**src/common/pdl_pkg.sv**
```systemverilog
// package of offsets, widths and reset values for the drive-level register block
package pdl_pkg;
   localparam int PDL_WIDTH = 32;
   localparam int PDL_ADDR_W = 8;
   localparam logic [7:0] PDL_OFF_DIR = 8'h00;
   localparam logic [7:0] PDL_OFF_DIR_CLR = 8'h04;
   localparam logic [7:0] PDL_OFF_DIR_SET = 8'h08;
   localparam logic [7:0] PDL_OFF_DIR_FLIP = 8'h0c;
   localparam logic [7:0] PDL_OFF_LEVEL = 8'h10;
   localparam logic [7:0] PDL_OFF_LEVEL_CLR = 8'h14;
   localparam logic [7:0] PDL_OFF_LEVEL_SET = 8'h18;
   localparam logic [7:0] PDL_OFF_LEVEL_FLIP = 8'h1c;
   localparam logic [7:0] PDL_OFF_PULL_EN = 8'h40;
   localparam logic [7:0] PDL_OFF_GUARD = 8'h44;
   localparam logic [31:0] PDL_RST_LEVEL = 32'h0000_0000;
   localparam logic [31:0] PDL_RST_DIR = 32'h0000_0000;
   localparam logic [31:0] PDL_RST_PULL = 32'h0000_0000;
   localparam logic PDL_RST_GUARD = 1'h0;
   localparam logic [31:0] PDL_UNMAPPED = 32'h0000_0000;
endpackage

```
**src/logic/pdl_pin_cell.sv**
```systemverilog
// one pin: drive enable, drive level and pull selection
`timescale 1ns/1ns
`default_nettype none
module pdl_pin_cell (
   input wire logic CLK_SYS,
   input wire logic RST,
   input wire logic dir,
   input wire logic level,
   input wire logic pull_en,
   output logic pad_out,
   output logic pad_oe,
   output logic pull_up,
   output logic pull_down
);
   // ------------------------------------------
   // registered pin controls
   // ------------------------------------------
   always_ff @(posedge CLK_SYS or posedge RST) begin
      if (RST) begin
         pad_out <= 1'b0;
         pad_oe <= 1'b0;
         pull_up <= 1'b0;
         pull_down <= 1'b0;
      end else begin
         pad_oe <= dir;
         pad_out <= dir & level;
         pull_up <= ~dir & pull_en & level;
         pull_down <= ~dir & pull_en & ~level;
      end
   end
endmodule
`default_nettype wire

```
**src/logic/pdl_port_regs.sv**
```systemverilog
// drive-level, direction and alias registers of one pin group
//
// Contract
// - direction-flip alias inverts written-one direction bits
// - drive-level register 32 bits, resets zero
// - output pins driven at drive-level bit
// - input with pull: zero pulls down, one up
// - clear and set aliases avoid read-modify-write
// - clear alias zeroes written-one bits only
// - after clear: outputs low, pulls down
// - set alias sets written-one bits only
// - after set: outputs high, pulls up
// - level alias reads return drive-level register, direction alias reads the direction register
// - direction one output, zero input
// - level-flip alias inverts written-one level bits
`timescale 1ns/1ns
`default_nettype none
module pdl_port_regs
   import pdl_pkg::*;
#(
   parameter int WIDTH = PDL_WIDTH
) (
   input wire logic CLK_SYS,
   input wire logic RST,
   input wire logic [PDL_ADDR_W-1:0] ADDR,
   input wire logic [31:0] WDATA,
   input wire logic WR,
   input wire logic RD,
   output logic [31:0] RDATA,
   output logic [WIDTH-1:0] PAD_OUT,
   output logic [WIDTH-1:0] PAD_OE,
   output logic [WIDTH-1:0] PULL_UP,
   output logic [WIDTH-1:0] PULL_DOWN,
   output logic [WIDTH-1:0] DIR_STATE
);
   // ------------------------------------------
   // state
   // ------------------------------------------
   logic [WIDTH-1:0] level;
   logic [WIDTH-1:0] dir;
   logic [WIDTH-1:0] pull_en;
   logic guard;
   logic [WIDTH-1:0] wbits;
   logic wr_ok;
   logic guard_wr;

   assign wbits = WDATA[WIDTH-1:0];
   // the guard register itself stays writable, else it could never be lifted
   assign guard_wr = WR && ADDR == PDL_OFF_GUARD;
   assign wr_ok = WR && !guard;

   // ------------------------------------------
   // write guard
   // ------------------------------------------
   always_ff @(posedge CLK_SYS or posedge RST) begin
      if (RST) begin
         guard <= PDL_RST_GUARD;
      end else if (guard_wr) begin
         guard <= WDATA[0];
      end
   end

   // ------------------------------------------
   // drive level and its aliases
   // ------------------------------------------
   always_ff @(posedge CLK_SYS or posedge RST) begin
      if (RST) begin
         level <= PDL_RST_LEVEL[WIDTH-1:0];
      end else if (wr_ok) begin
         unique case (ADDR)
            PDL_OFF_LEVEL: level <= wbits;
            PDL_OFF_LEVEL_CLR: level <= level & ~wbits;
            PDL_OFF_LEVEL_SET: level <= level | wbits;
            PDL_OFF_LEVEL_FLIP: level <= level ^ wbits;
            default: level <= level;
         endcase
      end
   end

   // ------------------------------------------
   // direction and its aliases
   // ------------------------------------------
   always_ff @(posedge CLK_SYS or posedge RST) begin
      if (RST) begin
         dir <= PDL_RST_DIR[WIDTH-1:0];
      end else if (wr_ok) begin
         unique case (ADDR)
            PDL_OFF_DIR: dir <= wbits;
            PDL_OFF_DIR_CLR: dir <= dir & ~wbits;
            PDL_OFF_DIR_SET: dir <= dir | wbits;
            PDL_OFF_DIR_FLIP: dir <= dir ^ wbits;
            default: dir <= dir;
         endcase
      end
   end

   // ------------------------------------------
   // pull enables
   // ------------------------------------------
   always_ff @(posedge CLK_SYS or posedge RST) begin
      if (RST) begin
         pull_en <= PDL_RST_PULL[WIDTH-1:0];
      end else if (wr_ok && ADDR == PDL_OFF_PULL_EN) begin
         pull_en <= wbits;
      end
   end

   always_ff @(posedge CLK_SYS or posedge RST) begin
      if (RST) begin
         DIR_STATE <= PDL_RST_DIR[WIDTH-1:0];
      end else begin
         DIR_STATE <= dir;
      end
   end

   // ------------------------------------------
   // read port, data one cycle after the strobe
   // ------------------------------------------
   always_ff @(posedge CLK_SYS or posedge RST) begin
      if (RST) begin
         RDATA <= PDL_UNMAPPED;
      end else if (RD) begin
         RDATA <= PDL_UNMAPPED;
         unique case (ADDR)
            PDL_OFF_LEVEL, PDL_OFF_LEVEL_CLR, PDL_OFF_LEVEL_SET, PDL_OFF_LEVEL_FLIP:
               RDATA[WIDTH-1:0] <= level;
            PDL_OFF_DIR, PDL_OFF_DIR_CLR, PDL_OFF_DIR_SET, PDL_OFF_DIR_FLIP:
               RDATA[WIDTH-1:0] <= dir;
            PDL_OFF_PULL_EN: RDATA[WIDTH-1:0] <= pull_en;
            PDL_OFF_GUARD: RDATA[0] <= guard;
            default: RDATA <= PDL_UNMAPPED;
         endcase
      end else begin
         RDATA <= PDL_UNMAPPED;
      end
   end

   // ------------------------------------------
   // pin cells
   // ------------------------------------------
   for (genvar i = 0; i < WIDTH; i++) begin : g_pin
      pdl_pin_cell u_cell (
         .CLK_SYS(CLK_SYS),
         .RST(RST),
         .dir(dir[i]),
         .level(level[i]),
         .pull_en(pull_en[i]),
         .pad_out(PAD_OUT[i]),
         .pad_oe(PAD_OE[i]),
         .pull_up(PULL_UP[i]),
         .pull_down(PULL_DOWN[i])
      );
   end

   // ------------------------------------------
   // checks
   // ------------------------------------------
   a_clear_alias: assert property (@(posedge CLK_SYS) disable iff (RST)
      (WR && !guard && ADDR == PDL_OFF_LEVEL_CLR) |=> level == ($past(level) & ~$past(wbits)))
      else $error("clear alias result wrong");
   a_set_alias: assert property (@(posedge CLK_SYS) disable iff (RST)
      (WR && !guard && ADDR == PDL_OFF_LEVEL_SET) |=> level == ($past(level) | $past(wbits)))
      else $error("set alias result wrong");
   a_flip_level: assert property (@(posedge CLK_SYS) disable iff (RST)
      (WR && !guard && ADDR == PDL_OFF_LEVEL_FLIP) |=> level == ($past(level) ^ $past(wbits)))
      else $error("level flip wrong");
   a_flip_dir: assert property (@(posedge CLK_SYS) disable iff (RST)
      (WR && !guard && ADDR == PDL_OFF_DIR_FLIP) |=> dir == ($past(dir) ^ $past(wbits)))
      else $error("direction flip wrong");
   a_guard_blocks: assert property (@(posedge CLK_SYS) disable iff (RST)
      (WR && guard) |=> $stable(level) && $stable(dir))
      else $error("write went through guard");
   a_out_level: assert property (@(posedge CLK_SYS) disable iff (RST)
      1'b1 |=> PAD_OUT == ($past(dir) & $past(level)) && PAD_OE == $past(dir))
      else $error("pin drive mismatch");
   a_pull_sel: assert property (@(posedge CLK_SYS) disable iff (RST)
      1'b1 |=> PULL_UP == (~$past(dir) & $past(pull_en) & $past(level))
         && PULL_DOWN == (~$past(dir) & $past(pull_en) & ~$past(level)))
      else $error("pull select mismatch");
   a_alias_read: assert property (@(posedge CLK_SYS) disable iff (RST)
      (RD && (ADDR == PDL_OFF_LEVEL_CLR || ADDR == PDL_OFF_LEVEL_SET))
      |=> RDATA[WIDTH-1:0] == $past(level))
      else $error("alias read not level");
   a_clear_pin: assert property (@(posedge CLK_SYS) disable iff (RST)
      (WR && !guard && ADDR == PDL_OFF_LEVEL_CLR && WDATA[0] && dir[0]) |=> ##1 !PAD_OUT[0])
      else $error("cleared pin not low");
   a_set_pin: assert property (@(posedge CLK_SYS) disable iff (RST)
      (WR && !guard && ADDR == PDL_OFF_LEVEL_SET && WDATA[0] && dir[0]) |=> ##1 PAD_OUT[0])
      else $error("set pin not high");

   // ------------------------------------------
   // checks: plain writes and direction clear/set aliases
   // ------------------------------------------
   a_level_write: assert property (@(posedge CLK_SYS) disable iff (RST)
      (WR && !guard && ADDR == PDL_OFF_LEVEL)
      |=> level == $past(wbits))
      else $error("level write wrong");
   a_dir_write: assert property (@(posedge CLK_SYS) disable iff (RST)
      (WR && !guard && ADDR == PDL_OFF_DIR)
      |=> dir == $past(wbits))
      else $error("direction write wrong");
   a_dir_clear: assert property (@(posedge CLK_SYS) disable iff (RST)
      (WR && !guard && ADDR == PDL_OFF_DIR_CLR)
      |=> dir == ($past(dir) & ~$past(wbits)))
      else $error("direction clear wrong");
   a_dir_set: assert property (@(posedge CLK_SYS) disable iff (RST)
      (WR && !guard && ADDR == PDL_OFF_DIR_SET)
      |=> dir == ($past(dir) | $past(wbits)))
      else $error("direction set wrong");
   a_pull_write: assert property (@(posedge CLK_SYS) disable iff (RST)
      (WR && !guard && ADDR == PDL_OFF_PULL_EN)
      |=> pull_en == $past(wbits))
      else $error("pull enable write wrong");
   a_guard_write: assert property (@(posedge CLK_SYS) disable iff (RST)
      (WR && ADDR == PDL_OFF_GUARD)
      |=> guard == $past(WDATA[0]))
      else $error("guard write wrong");

   // ------------------------------------------
   // checks: untouched state
   // ------------------------------------------
   // each view may move only its own register, else one alias leaks into another
   a_level_hold: assert property (@(posedge CLK_SYS) disable iff (RST)
      (WR && ADDR != PDL_OFF_LEVEL && ADDR != PDL_OFF_LEVEL_CLR
         && ADDR != PDL_OFF_LEVEL_SET && ADDR != PDL_OFF_LEVEL_FLIP)
      |=> $stable(level))
      else $error("level moved by foreign write");
   a_dir_hold: assert property (@(posedge CLK_SYS) disable iff (RST)
      (WR && ADDR != PDL_OFF_DIR && ADDR != PDL_OFF_DIR_CLR
         && ADDR != PDL_OFF_DIR_SET && ADDR != PDL_OFF_DIR_FLIP)
      |=> $stable(dir))
      else $error("direction moved by foreign write");
   a_pull_hold: assert property (@(posedge CLK_SYS) disable iff (RST)
      (WR && ADDR != PDL_OFF_PULL_EN)
      |=> $stable(pull_en))
      else $error("pull enable moved by foreign write");
   a_guard_hold: assert property (@(posedge CLK_SYS) disable iff (RST)
      (WR && ADDR != PDL_OFF_GUARD)
      |=> $stable(guard))
      else $error("guard moved by foreign write");
   a_idle_hold: assert property (@(posedge CLK_SYS) disable iff (RST)
      !WR
      |=> $stable(level) && $stable(dir) && $stable(pull_en) && $stable(guard))
      else $error("state moved without a write");

   // ------------------------------------------
   // checks: read port
   // ------------------------------------------
   // idle reads show zero, so a stale word never passes for a fresh one
   a_read_idle: assert property (@(posedge CLK_SYS) disable iff (RST)
      !RD
      |=> RDATA == PDL_UNMAPPED)
      else $error("read data not cleared");
   a_read_level: assert property (@(posedge CLK_SYS) disable iff (RST)
      (RD && (ADDR == PDL_OFF_LEVEL || ADDR == PDL_OFF_LEVEL_FLIP))
      |=> RDATA[WIDTH-1:0] == $past(level))
      else $error("level read wrong");
   a_read_dir: assert property (@(posedge CLK_SYS) disable iff (RST)
      (RD && (ADDR == PDL_OFF_DIR || ADDR == PDL_OFF_DIR_CLR
         || ADDR == PDL_OFF_DIR_SET || ADDR == PDL_OFF_DIR_FLIP))
      |=> RDATA[WIDTH-1:0] == $past(dir))
      else $error("direction read wrong");
   a_read_pull: assert property (@(posedge CLK_SYS) disable iff (RST)
      (RD && ADDR == PDL_OFF_PULL_EN)
      |=> RDATA[WIDTH-1:0] == $past(pull_en))
      else $error("pull enable read wrong");
   a_read_guard: assert property (@(posedge CLK_SYS) disable iff (RST)
      (RD && ADDR == PDL_OFF_GUARD)
      |=> RDATA == {31'h0, $past(guard)})
      else $error("guard read wrong");

   // ------------------------------------------
   // checks: pin outputs
   // ------------------------------------------
   // pins settle one edge after their register, so pin checks look two edges on
   a_dir_mirror: assert property (@(posedge CLK_SYS) disable iff (RST)
      1'b1
      |=> DIR_STATE == $past(dir))
      else $error("direction copy wrong");
   a_pull_excl: assert property (@(posedge CLK_SYS) disable iff (RST)
      1'b1
      |-> (PULL_UP & PULL_DOWN) == '0)
      else $error("both pulls selected");
   a_drive_or_pull: assert property (@(posedge CLK_SYS) disable iff (RST)
      1'b1
      |-> (PAD_OE & (PULL_UP | PULL_DOWN)) == '0)
      else $error("pull on a driven pin");
   a_input_quiet: assert property (@(posedge CLK_SYS) disable iff (RST)
      1'b1
      |-> (~PAD_OE & PAD_OUT) == '0)
      else $error("input pin drives high");
   a_clear_pull: assert property (@(posedge CLK_SYS) disable iff (RST)
      (WR && !guard && ADDR == PDL_OFF_LEVEL_CLR && WDATA[0] && !dir[0] && pull_en[0])
      |=> ##1 PULL_DOWN[0] && !PULL_UP[0])
      else $error("cleared input not pulled down");
   a_set_pull: assert property (@(posedge CLK_SYS) disable iff (RST)
      (WR && !guard && ADDR == PDL_OFF_LEVEL_SET && WDATA[0] && !dir[0] && pull_en[0])
      |=> ##1 PULL_UP[0] && !PULL_DOWN[0])
      else $error("set input not pulled up");
   a_flip_pin: assert property (@(posedge CLK_SYS) disable iff (RST)
      (WR && !guard && ADDR == PDL_OFF_LEVEL_FLIP && WDATA[0] && dir[0])
      |=> ##1 PAD_OUT[0] != $past(level[0], 2))
      else $error("flipped pin kept its level");
   a_dir_flip_pin: assert property (@(posedge CLK_SYS) disable iff (RST)
      (WR && !guard && ADDR == PDL_OFF_DIR_FLIP && WDATA[0])
      |=> ##1 PAD_OE[0] != $past(dir[0], 2))
      else $error("flipped pin kept its direction");
endmodule
`default_nettype wire

```
**config.mk**
```make
export PLATFORM = sky130hd
export DESIGN_NAME = pdl_port_regs
export DESIGN_NICKNAME = d
export VERILOG_FILES = /design/src/common/pdl_pkg.sv /design/src/logic/pdl_pin_cell.sv /design/src/logic/pdl_port_regs.sv
export SDC_FILE = /design/constraint.sdc
export NUM_CORES = 1
export LEC_CHECK = 0
export ABC_AREA = 1
export BUFFER_PORTS_ARGS = -buffer_cell sky130_fd_sc_hd__buf_2
export CAP_MARGIN = 20
export CORE_UTILIZATION = 52
export DETAILED_ROUTE_END_ITERATION = 10
export PLACE_DENSITY = 0.77
export SLEW_MARGIN = 0
export SYNTH_ARGS = -nofsm -noshare
export SYNTH_HDL_FRONTEND = slang
export SYNTH_SLANG_ARGS = --single-unit
```
**constraint.sdc**
```tcl
create_clock -name CLK_SYS -period 9.55 [get_ports CLK_SYS]
set_input_delay 1.91 -clock CLK_SYS [delete_from_list [all_inputs] [get_ports CLK_SYS]]
set_output_delay 1.91 -clock CLK_SYS [all_outputs]
set_load 0.02 [all_outputs]
```
==> results.md, run 1 <==
- Crit path capture type: flip-flop
- Yosys top cell by area: dfrtp_1
- Setup TNS: 0 ns
- Worst path arrival time: 6.26 ns
- First-pass GRT wire length: 55800 um
- Register area share after synthesis: 43.5%
- Via/cell ratio: between 5 and 6
- First DRT Iteration DRCs: slightly above 1000
- RSZ-0062 raised after global routing: false
- Crit path max fanout: 88
- Row cnt: a little over 60
- Post-Place Cell Area: 0.0150 mm2
- Placeable core area: 0.0279 mm2
- Period utilization: 60.4%
- Boundary Pins: 236
- Mux contribution to synthesized area: 0%
- Status: complete, no violations
- Worst Hold Slack: 0.514 ns
- Tmin final: 5.77 ns
- Share of cells above drive strength 1: 16.5%
- Remaining routing DRC violations: 0
- Post-CTS Setup Repair Bufs: 0
- Least-Margin Pin Slew: 1.06 ns
- Routability cong.: 0.851
- Later-pin clock latency in the skew report: 0.55 ns
- DIE AREA: 0.0291 mm2
- # clock sinks: 257
- Synthesis-stage register bit count: between 200 and 300
- Post-synth cell types: 20
- Area contributors post-synth: dfrtp_1 (43%), nand2_1 (13%), ha_1 (11%)
- Maxcap violations: 0
- Startpoint types: input port
- Clock Tree Root: clkbuf_16
- Hold Crit Class: flip-flop to flip-flop
- Simple-gate share of the synthesized area: 27.1%
- Clock transition at the registers of the reported paths: 0.07 ns
- CTS Buffer Depth: 3
- PortBufs: 235
- Rel. slew slack: 28.9%
- Critical path class: input port to flip-flop
- Asr flop ratio synth: 100%
- Initial Utilization: 53.1%
- H-tree depth: 1
- Yosys Warn Count: 0
- Fin Clk Skew: 0.0235 ns
- Xor and xnor area share after synthesis: 0%
- DP Wirelength: 21700 um
- Die height: 171 um
- Main flop type after synthesis: dfrtp_1
- PwrDens: 178 mW/mm2
- Main combinational cell family by area after synthesis: simple AND/OR/NAND/NOR gates
- Post-layout util: 57.7%
- Post-synth top cells: nand2_1 (528), inv_1 (266), dfrtp_1 (257), nand3_1 (215), buf_4 (170)
- Post-cts sizing count: 0
- Post-route cell area: roughly 0.016 mm2
- Initial antenna violation count: 4
- CTS tree: yes
- CP Data Required Time: about 10 ns
- Peak supply drop: 112 uV
- Die width: 171 um
- Leak Pwr: 0.00943 uW
- TritonCTS buffer count: 28
- Number of hold buffers added after cts: 0
- Syn Inst Count: around 1800
- Area share of the largest cell type after synthesis: 43.5%
- Synth-to-Final Area Change: 8.59%
- Count leader, synth: nand2_1
- Cell area after synthesis: 0.0148 mm2
- Antenna viol nets, final: 0
- Syn_area_per_cell: 8.11 um2
- Largest net degree at the start of global routing: 114
- Via Count: 11500
- Synthesized net count: 1996
- Total iterations of the first detailed-routing run: 5
- Vias in the first global route: 11200
- Final Hold Viols: 0
- Setup Viol. Count Final: 0
- EDFF count, synth: 0
- GRT Overall Usage: between 20% and 30%
- Global route overflow: 0
- Max Clk Rate: 173 MHz
- Adder-Cell Fraction of Synth Area: 10.8%
- WL final: 34400 um
- WL/cell: 15.2 um
- Max Slew Vio Count: 0
- Synth Area in Compound Gates: 1.22%
- Fin nets: 2037
==> metal layers <==
metal	up-vias	GRT usage, %	routed length (um)
met5	-	0	0
met4	0	8.58	863
met3	69	3.47	2240
met2	384	42.1	16700
met1	5534	30.3	14600
li1	5547	-	-
==> cell families after synthesis <==
group	count (synthesis)
simple gates	899
fa+ha+maj	128
compound gates	35
flops	257
buf+inv	505
==> flip-flops by register name (all words and copies together), names as in the netlist <==
register                cells
dir                        32
guard                       1
g_pin.u_cell.pull_up       32
g_pin.u_cell.pull_down     32
pull_en                    32
DIR_STATE                  32
RDATA                      32
level                      32
g_pin.u_cell.pad_out       32
==> path summary, 6_finish.rpt <==
check | from | endpoint | slack [ns] | cells past startpoint
min in group asynchronous | RST | DIR_STATE[31] | 1.49 | 2
worst max register to register | guard | dir[7] | 7.11 | 5
worst min-delay path | pull_en[4] | pull_en[4] | 0.51 | 2
max in group asynchronous | RST | dir[17] | 6.59 | 3
worst min register to register | pull_en[4] | pull_en[4] | 0.51 | 2
worst max-delay path | ADDR[6] | level[8] | 3.78 | 11
==> worst max-delay path, cell delays in order <==
cell	delay, ns
buf_2	0.11
inv_1	0.05
nand2_1	0.12
nor2_4	0.11
buf_4	0.68
nand2_1	0.64
nand3_2	0.88
nand2_2	0.70
inv_2	0.72
nand2_1	0.15
nand2_1	0.10
==> placed cells by master (no fill, tap or decap), drive strengths merged <==
master	netlist	routed
inv	270	273
clkinvlp	0	3
clkinv	0	3
o21ai	33	33
dfrtp	257	257
ha	128	128
buf	211	246
clkbuf	24	37
bufinv	0	6
nand2	532	532
diode	0	4
o211ai	2	2
nand3	217	217
nor2	22	22
nor3	64	64
nand3b	64	64
==> power breakdown <==
part / total [uW] / leakage (uW) / internal (uW) / switching (uW)
clock network: 1210 / 0.000504 / 754 / 458
logic: 371 / 0.00541 / 125 / 245
registers: 1280 / 0.00352 / 1170 / 110
total: 2860 / 0.00943 / 2050 / 813
==> stage by stage <==
stage	setup WS (ns)	power, uW	cells
final	3.78	2860	2269
after global routing	3.43	3000	2268
after CTS	3.80	2880	2265
after detailed placement	3.25	1670	2213
after global placement	3.46	1650	2212
after floorplan	0.570	1600	1824
==> area by class of cell <==
cell class / instances / area (um2)
fillers: 2435 / 11800
repair buffers: 246 / 1260
multi-input cells: 1062 / 5820
clock inverters: 15 / 258
flip-flops and latches: 257 / 6430
inverters: 270 / 1020
diodes: 4 / 10.0
clock buffers: 37 / 796
well taps: 378 / 473
(Power assumes the default switching activity.)
==> run 2: changes to the inputs <==
Settings changed: CORE_UTILIZATION 52 to 55, PLACE_DENSITY 0.77 to 0.78.
Clock period 9.55 ns to 6.03 ns, I/O delays scaled along.
==> run 2 against run 1 <==
The flow now finishes with violations (DRC); sequential share of layout area is 0.18 points higher; via count fell by 0.51%; clock power is 53% higher; setup slack worse by 1.4 ns; core utilization rose by 3.4 points; non-clock buffer count is 4 higher; final cell count down 1.9%; hold slack got worse by 0.0046 ns; critical endpoint is now level[2]; highest routed layer is now met5.
==> results.md, run 2 (synthesized netlist as in run 1, its figures left out) <==
- Cell mode on critical path: nand2_1
- Placeable core area: 0.0262 mm2 (-5.9%)
- Initial Utilization: 56.4% (+3.3 points)
- Dpl ws: 1.82 ns (-1.42 ns)
- Later-pin clock latency in the skew report: 0.55 ns (about the same)
- Via Count: 11500 (-0.51%)
- Setup Viol. Count Final: 0 (unchanged)
- Slowest CP cell: inv_2
- Antenna viol nets, final: 0 (unchanged)
- WL final: 34600 um (+0.53%)
- Worst path max stage delay: 0.71 ns (-0.17 ns)
- Final Hold Viols: 0 (unchanged)
- Synth-to-Final Area Change: 8.10%
- Number of hold buffers added after cts: 0 (unchanged)
- DIE AREA: 0.0276 mm2 (-5.4%)
- Fill cell count: 2205 (-9.4%)
- Clock transition at the registers of the reported paths: 0.06 ns (about the same)
- Tmin final: 3.66 ns
- Critical Path, Cell by Cell: buf_2 > inv_1 > nand2_2 > nor2_4 > nand2_1 > nand3_2 > nand2_2 > inv_2 > nand2_1 > nand2_1
- # clock sinks: 257 (unchanged)
- Post-layout util: 61.0% (+3.4 points)
- Critical path class: input port to flip-flop
- Die width: 166 um (-2.7%)
- Fin nets: 2041 (+0.20%)
- Remaining routing DRC violations: 16 (+16)
- Commonest cells after routing, fill and taps aside: nand2_1 (528), inv_1 (265), dfrtp_1 (257)
- Boundary Pins: 236 (unchanged)
- Post-CTS Setup Repair Bufs: 0 (unchanged)
- DP Wirelength: 21800 um (+0.57%)
- Internal power: 3200 uW (+56%)
- Startpoint types: input port
- Worst path arrival time: 4.13 ns (-2.13 ns)
- CTS Buffer Depth: 3 (unchanged)
- Die height: 166 um (-2.7%)
- Final worst setup slack: 2.37 ns (-1.41 ns)
- Max Clk Rate: 273 MHz
- CTS tree: yes
- Comb power frac: 13.1% (+0.2 points)
- WL/cell: 15.5 um (+2.5%)
- Placed cells: 2174 (-1.8%)
- Peak supply drop: 200 uV (+78%)
- First-pass GRT wire length: 58000 um (+4.0%)
- Crit path capture type: flip-flop
- Least-Margin Pin Slew: 1.10 ns (+0.0383 ns)
- First DRT Iteration DRCs: 905 (-11%)
- Status: finished, violations left
- PortBufs: 235 (unchanged)
- Clock power share: 41.4% (-0.9 points)
- Clock Tree Root: clkbuf_16
- Routability cong.: 0.803 (-5.7%)
- RSZ-0062 raised after global routing: false
- Share of cells above drive strength 1: 16.6% (+0.080 points)
- Sw power: 1270 uW (+56%)
- Max Slew Vio Count: 0 (unchanged)
- Global route overflow: 0 (unchanged)
- Sequential share of power: 45.5% (+0.8 points)
- Most common cell after layout, fill and taps aside: nand2_1
- PwrDens: 279 mW/mm2 (+57%)
- Largest net degree at the start of global routing: 159 (+39%)
- H-tree depth: 1 (unchanged)
- Setup TNS: 0 ns (unchanged)
- Initial antenna violation count: 2 (-2)
- Rel. slew slack: 26.2% (-2.7 points)
- Hold Crit Class: flip-flop to flip-flop
- Via/cell ratio: 5.15 (+1.4%)
- Leak Pwr: 0.00944 uW (about the same)
- Sw Share: 28.4% (about the same)
- TritonCTS buffer count: 28 (unchanged)
- Vias in the first global route: 11400 (+2.3%)
- Total iterations of the first detailed-routing run: 9 (+4)
- Maxcap violations: 0 (unchanged)
- Row cnt: 59 (-3.3%)
- Failing checks: DRC
- Post-cts sizing count: 0 (unchanged)
- GRT Overall Usage: 25.9% (+1.8 points)
- CP Data Required Time: 6.50 ns (-3.54 ns)
- Crit path max fanout: 33 (-63%)
- Final std cells w/o fill: 2226 (-1.9%)
- Fin Clk Skew: 0.0149 ns (-0.00858 ns)
- Period utilization: just over 60%
[run 2: cell types whose count changed in the layout (fill, tap and decap cells not counted)]
cell | before | now
buf_4 | 11 | 14
buf_12 | 0 | 1
bufinv_16 | 6 | 5
inv_8 | 2 | 1
inv_6 | 2 | 0
clkinv_4 | 3 | 1
clkinvlp_4 | 3 | 2
diode_2 | 4 | 1
clkbuf_1 | 4 | 5
clkinv_2 | 0 | 5
[run 2: final cells by class]
| class | count | area, um2 | area share (%) |
|---|---|---|---|
| sequential | 257 | 6430 | 40.2 |
| multi-input combinational | 1062 | 5820 | 36.4 |
| timing repair buffer | 250 | 1300 | 8.14 |
| inverter | 270 | 1020 | 6.36 |
| clock buffer | 38 | 800 | 5.00 |
| tap | 335 | 419 | 2.62 |
| clock inverter | 13 | 203 | 1.27 |
| antenna | 1 | 2.50 | 0.0157 |
[run 2: power groups by stage]
stage	clock, uW	sequential (uW)	combinational (uW)
final	1850	2030	586
after global routing	1950	2050	667
after CTS	1870	2030	592
after detailed placement	0	2050	589
after global placement	0	2050	563
after floorplan	0	2000	524
[run 2: critical path: cells and delay by family]
kind                   cells  cell delay, ns
AND/OR/NAND/NOR            7            2.04
buffers and inverters      3            0.87
[run 2: metrics by stage]
step           power, uW  area [um2]  hold WS, ns
2_1_floorplan       2530       14800        0.475
3_3_place_gp        2610       15000        0.491
3_5_place_dp        2640       15000        0.495
4_1_cts             4490       16000        0.510
5_1_grt             4660       16000        0.536
6_report            4460       16000        0.509
[run 2: final timing paths]
path | start | end | slack [ns] | depth (start not counted)
worst max-delay path | ADDR[0] | level[2] | 2.37 | 10
worst min-delay path | pull_en[29] | pull_en[29] | 0.51 | 2
worst max register to register | guard | dir[6] | 3.57 | 5
worst min register to register | pull_en[29] | pull_en[29] | 0.51 | 2
max in group asynchronous | RST | g_pin[11].u_cell.pull_down | 4.00 | 4
min in group asynchronous | RST | pull_en[2] | 0.84 | 3
[run 2: layer usage]
metal  track usage (%)  routed length [um]  share of wire (%)  vias up
li1                  -                   -                  -     5557
met1              33.0               14300                 41     5442
met2              45.2               17000                 49      391
met3              3.12                2180                6.3       83
met4              9.87                1090                3.1        2
met5                 0                  10              0.029        -
==> run 3: changes to the inputs <==
Settings changed: CORE_UTILIZATION 55 to 52, PLACE_DENSITY 0.78 to 0.77.
Clock period 6.03 ns to 2.97 ns, I/O delays scaled along.
==> run 3 against run 2 <==
The flow now finishes without violations; largest cell class unchanged; design area is 1.5% higher; critical path type unchanged; sequential power increased by 100%; clock skew rose by 0.0022 ns; core utilization down 2.8 points; power increased by 100%; non-clock buffer count increased by 11; register-to-register slack got worse by 2.3 ns; via count increased by 1.4%; first-iteration DRC count decreased by 11%; hold slack lost 0.15 ns; critical path depth rose by 1.
==> results.md, run 3 (synthesized netlist as in run 1, its figures left out) <==
- Status: complete, no violations
- Startpoint types: input port
- Worst path arrival time: 2.28 ns (-1.85 ns)
- Via Count: 11600 (+1.4%)
- Routability cong.: 0.805 (+0.21%)
- Global route overflow: 0 (unchanged)
- Final Hold Viols: 0 (unchanged)
- Rel. slew slack: 41.4% (+15 points)
- Initial Utilization: 53.1% (-3.3 points)
- PortBufs: 235 (unchanged)
- Dpl ws: 0.621 ns (-1.20 ns)
- Vias in the first global route: 11200 (-2.1%)
- Most common cell after layout, fill and taps aside: nand2_1
- Die width: 171 um (+2.8%)
- First-pass GRT wire length: 56300 um (-2.9%)
- Remaining routing DRC violations: 0 (-16)
- Critical path class: input port to flip-flop
- Boundary Pins: 236 (unchanged)
- Antenna viol nets, final: 0 (unchanged)
- GRT Overall Usage: 24.4% (-1.5 points)
- Tmin final: 1.80 ns
- Via/cell ratio: 5.09 (-1.2%)
- First DRT Iteration DRCs: 806 (-11%)
- H-tree depth: 1 (unchanged)
- RSZ-0062 raised after global routing: false
- Crit path capture type: flip-flop
- Fin Clk Skew: 0.0171 ns (+0.00225 ns)
- Post-CTS Setup Repair Bufs: 0 (unchanged)
- CTS Buffer Depth: 3 (unchanged)
- Period utilization: 60.4%
- Crit path launch: ADDR[5]
- Least-Margin Pin Slew: 0.879 ns (-0.223 ns)
- Multi-input logic area: 0.00582 mm2 (unchanged)
- Commonest cells after routing, fill and taps aside: nand2_1 (528), inv_1 (265), dfrtp_1 (257)
- Max Slew Vio Count: 0 (unchanged)
- Later-pin clock latency in the skew report: 0.55 ns (about the same)
- Register area: 0.00643 mm2 (unchanged)
- PwrDens: 562 mW/mm2 (+100%)
- Peak supply drop: 465 uV (+130%)
- Power, Total: 9120 uW (+100%)
- WL final: 35100 um (+1.3%)
- DP Wirelength: 22100 um (+1.2%)
- Clock transition at the registers of the reported paths: 0.06 ns (about the same)
- Fin nets: 2052 (+0.54%)
- Fill cell count: 2421 (+9.8%)
- Initial antenna violation count: 4 (+2)
- Crit path max fanout: 31 (-6.1%)
- Total iterations of the first detailed-routing run: 6 (-3)
- # clock sinks: 257 (unchanged)
- RR Startpoint: guard
- Placeable core area: 0.0279 mm2 (+6.3%)
- Leak Pwr: 0.00952 uW (+0.87%)
- Share of cells above drive strength 1: 17.2% (+0.58 points)
- DIE AREA: 0.0291 mm2 (+5.7%)
- Clock Tree Root: clkbuf_16
- Maxcap violations: 0 (unchanged)
- Die height: 171 um (+2.8%)
- Hold path start: WR
- Largest net degree at the start of global routing: 103 (-35%)
- TritonCTS buffer count: 28 (unchanged)
- WL/cell: 15.3 um (-1.3%)
- Setup Viol. Count Final: 0 (unchanged)
- Final worst setup slack: 1.17 ns (-1.20 ns)
- Max Clk Rate: 557 MHz
- Hold Crit Class: input port to flip-flop
- CP Data Required Time: 3.46 ns (-3.04 ns)
- Row cnt: 61 (+3.4%)
- Synth-to-Final Area Change: 9.67%
- CTS tree: yes
## run 3: where the power goes
part	total [uW]	internal, uW	switching, uW
clock	3810	2350	1470
combinational	1200	413	784
sequential	4110	3770	342
total	9120	6530	2590
## run 3: critical path, cell delays in order
cell	delay, ns
buf_2	0.10
inv_1	0.06
nand2_1	0.10
nor2_2	0.30
nand2_1	0.16
nor2_4	0.12
buf_4	0.45
nand2_1	0.14
nand3_1	0.11
nand2_1	0.05
inv_1	0.09
## run 3: what timing repair did
item                                    CTS  global route
hold buffers                              1             0
endpoints found under the hold margin     5             0
endpoints found under the setup margin    0             0
gates resized for setup                   0             0
## run 3: final timing paths
check,endpoint,slack [ns],cells after the start
worst max-delay path,RDATA[3],1.17,11
max in group asynchronous,RDATA[13],1.56,4
min in group asynchronous,DIR_STATE[30],0.56,3
worst min-delay path,guard,0.36,3
worst max register to register,pull_en[11],1.27,4
worst min register to register,pull_en[31],0.51,2
## run 3: metal layers
metal  GRT usage (%)  up-vias  wire length, um  share of wire, %
li1                -     5589                -                 -
met1            31.5     5573            15100                43
met2            41.0      397            16700                48
met3            3.45       70             2160               6.2
met4            10.2        2             1040               3.0
met5               0        -               13             0.037
## run 3: cell type report
cell class,instances,share of cell area (%)
diodes,4,0.0617
flip-flops and latches,257,39.6
clock buffers,37,4.97
repair buffers,261,8.93
well taps,378,2.92
clock inverters,15,1.36
inverters,270,6.27
multi-input cells,1062,35.9
## run 3: stage by stage
stage               instances  TNS [ns]  instance area [um2]  utilization [%]  hold slack (ns)
global placement         2227         0                15200             54.5            0.489
global route             2283         0                16200             58.2            0.360
finish                   2284         0                16200             58.2            0.359
floorplan                1824   -259.47                14800                -            0.475
CTS                      2280         0                16200             58.2            0.355
detailed placement       2227         0                15200             54.5            0.495
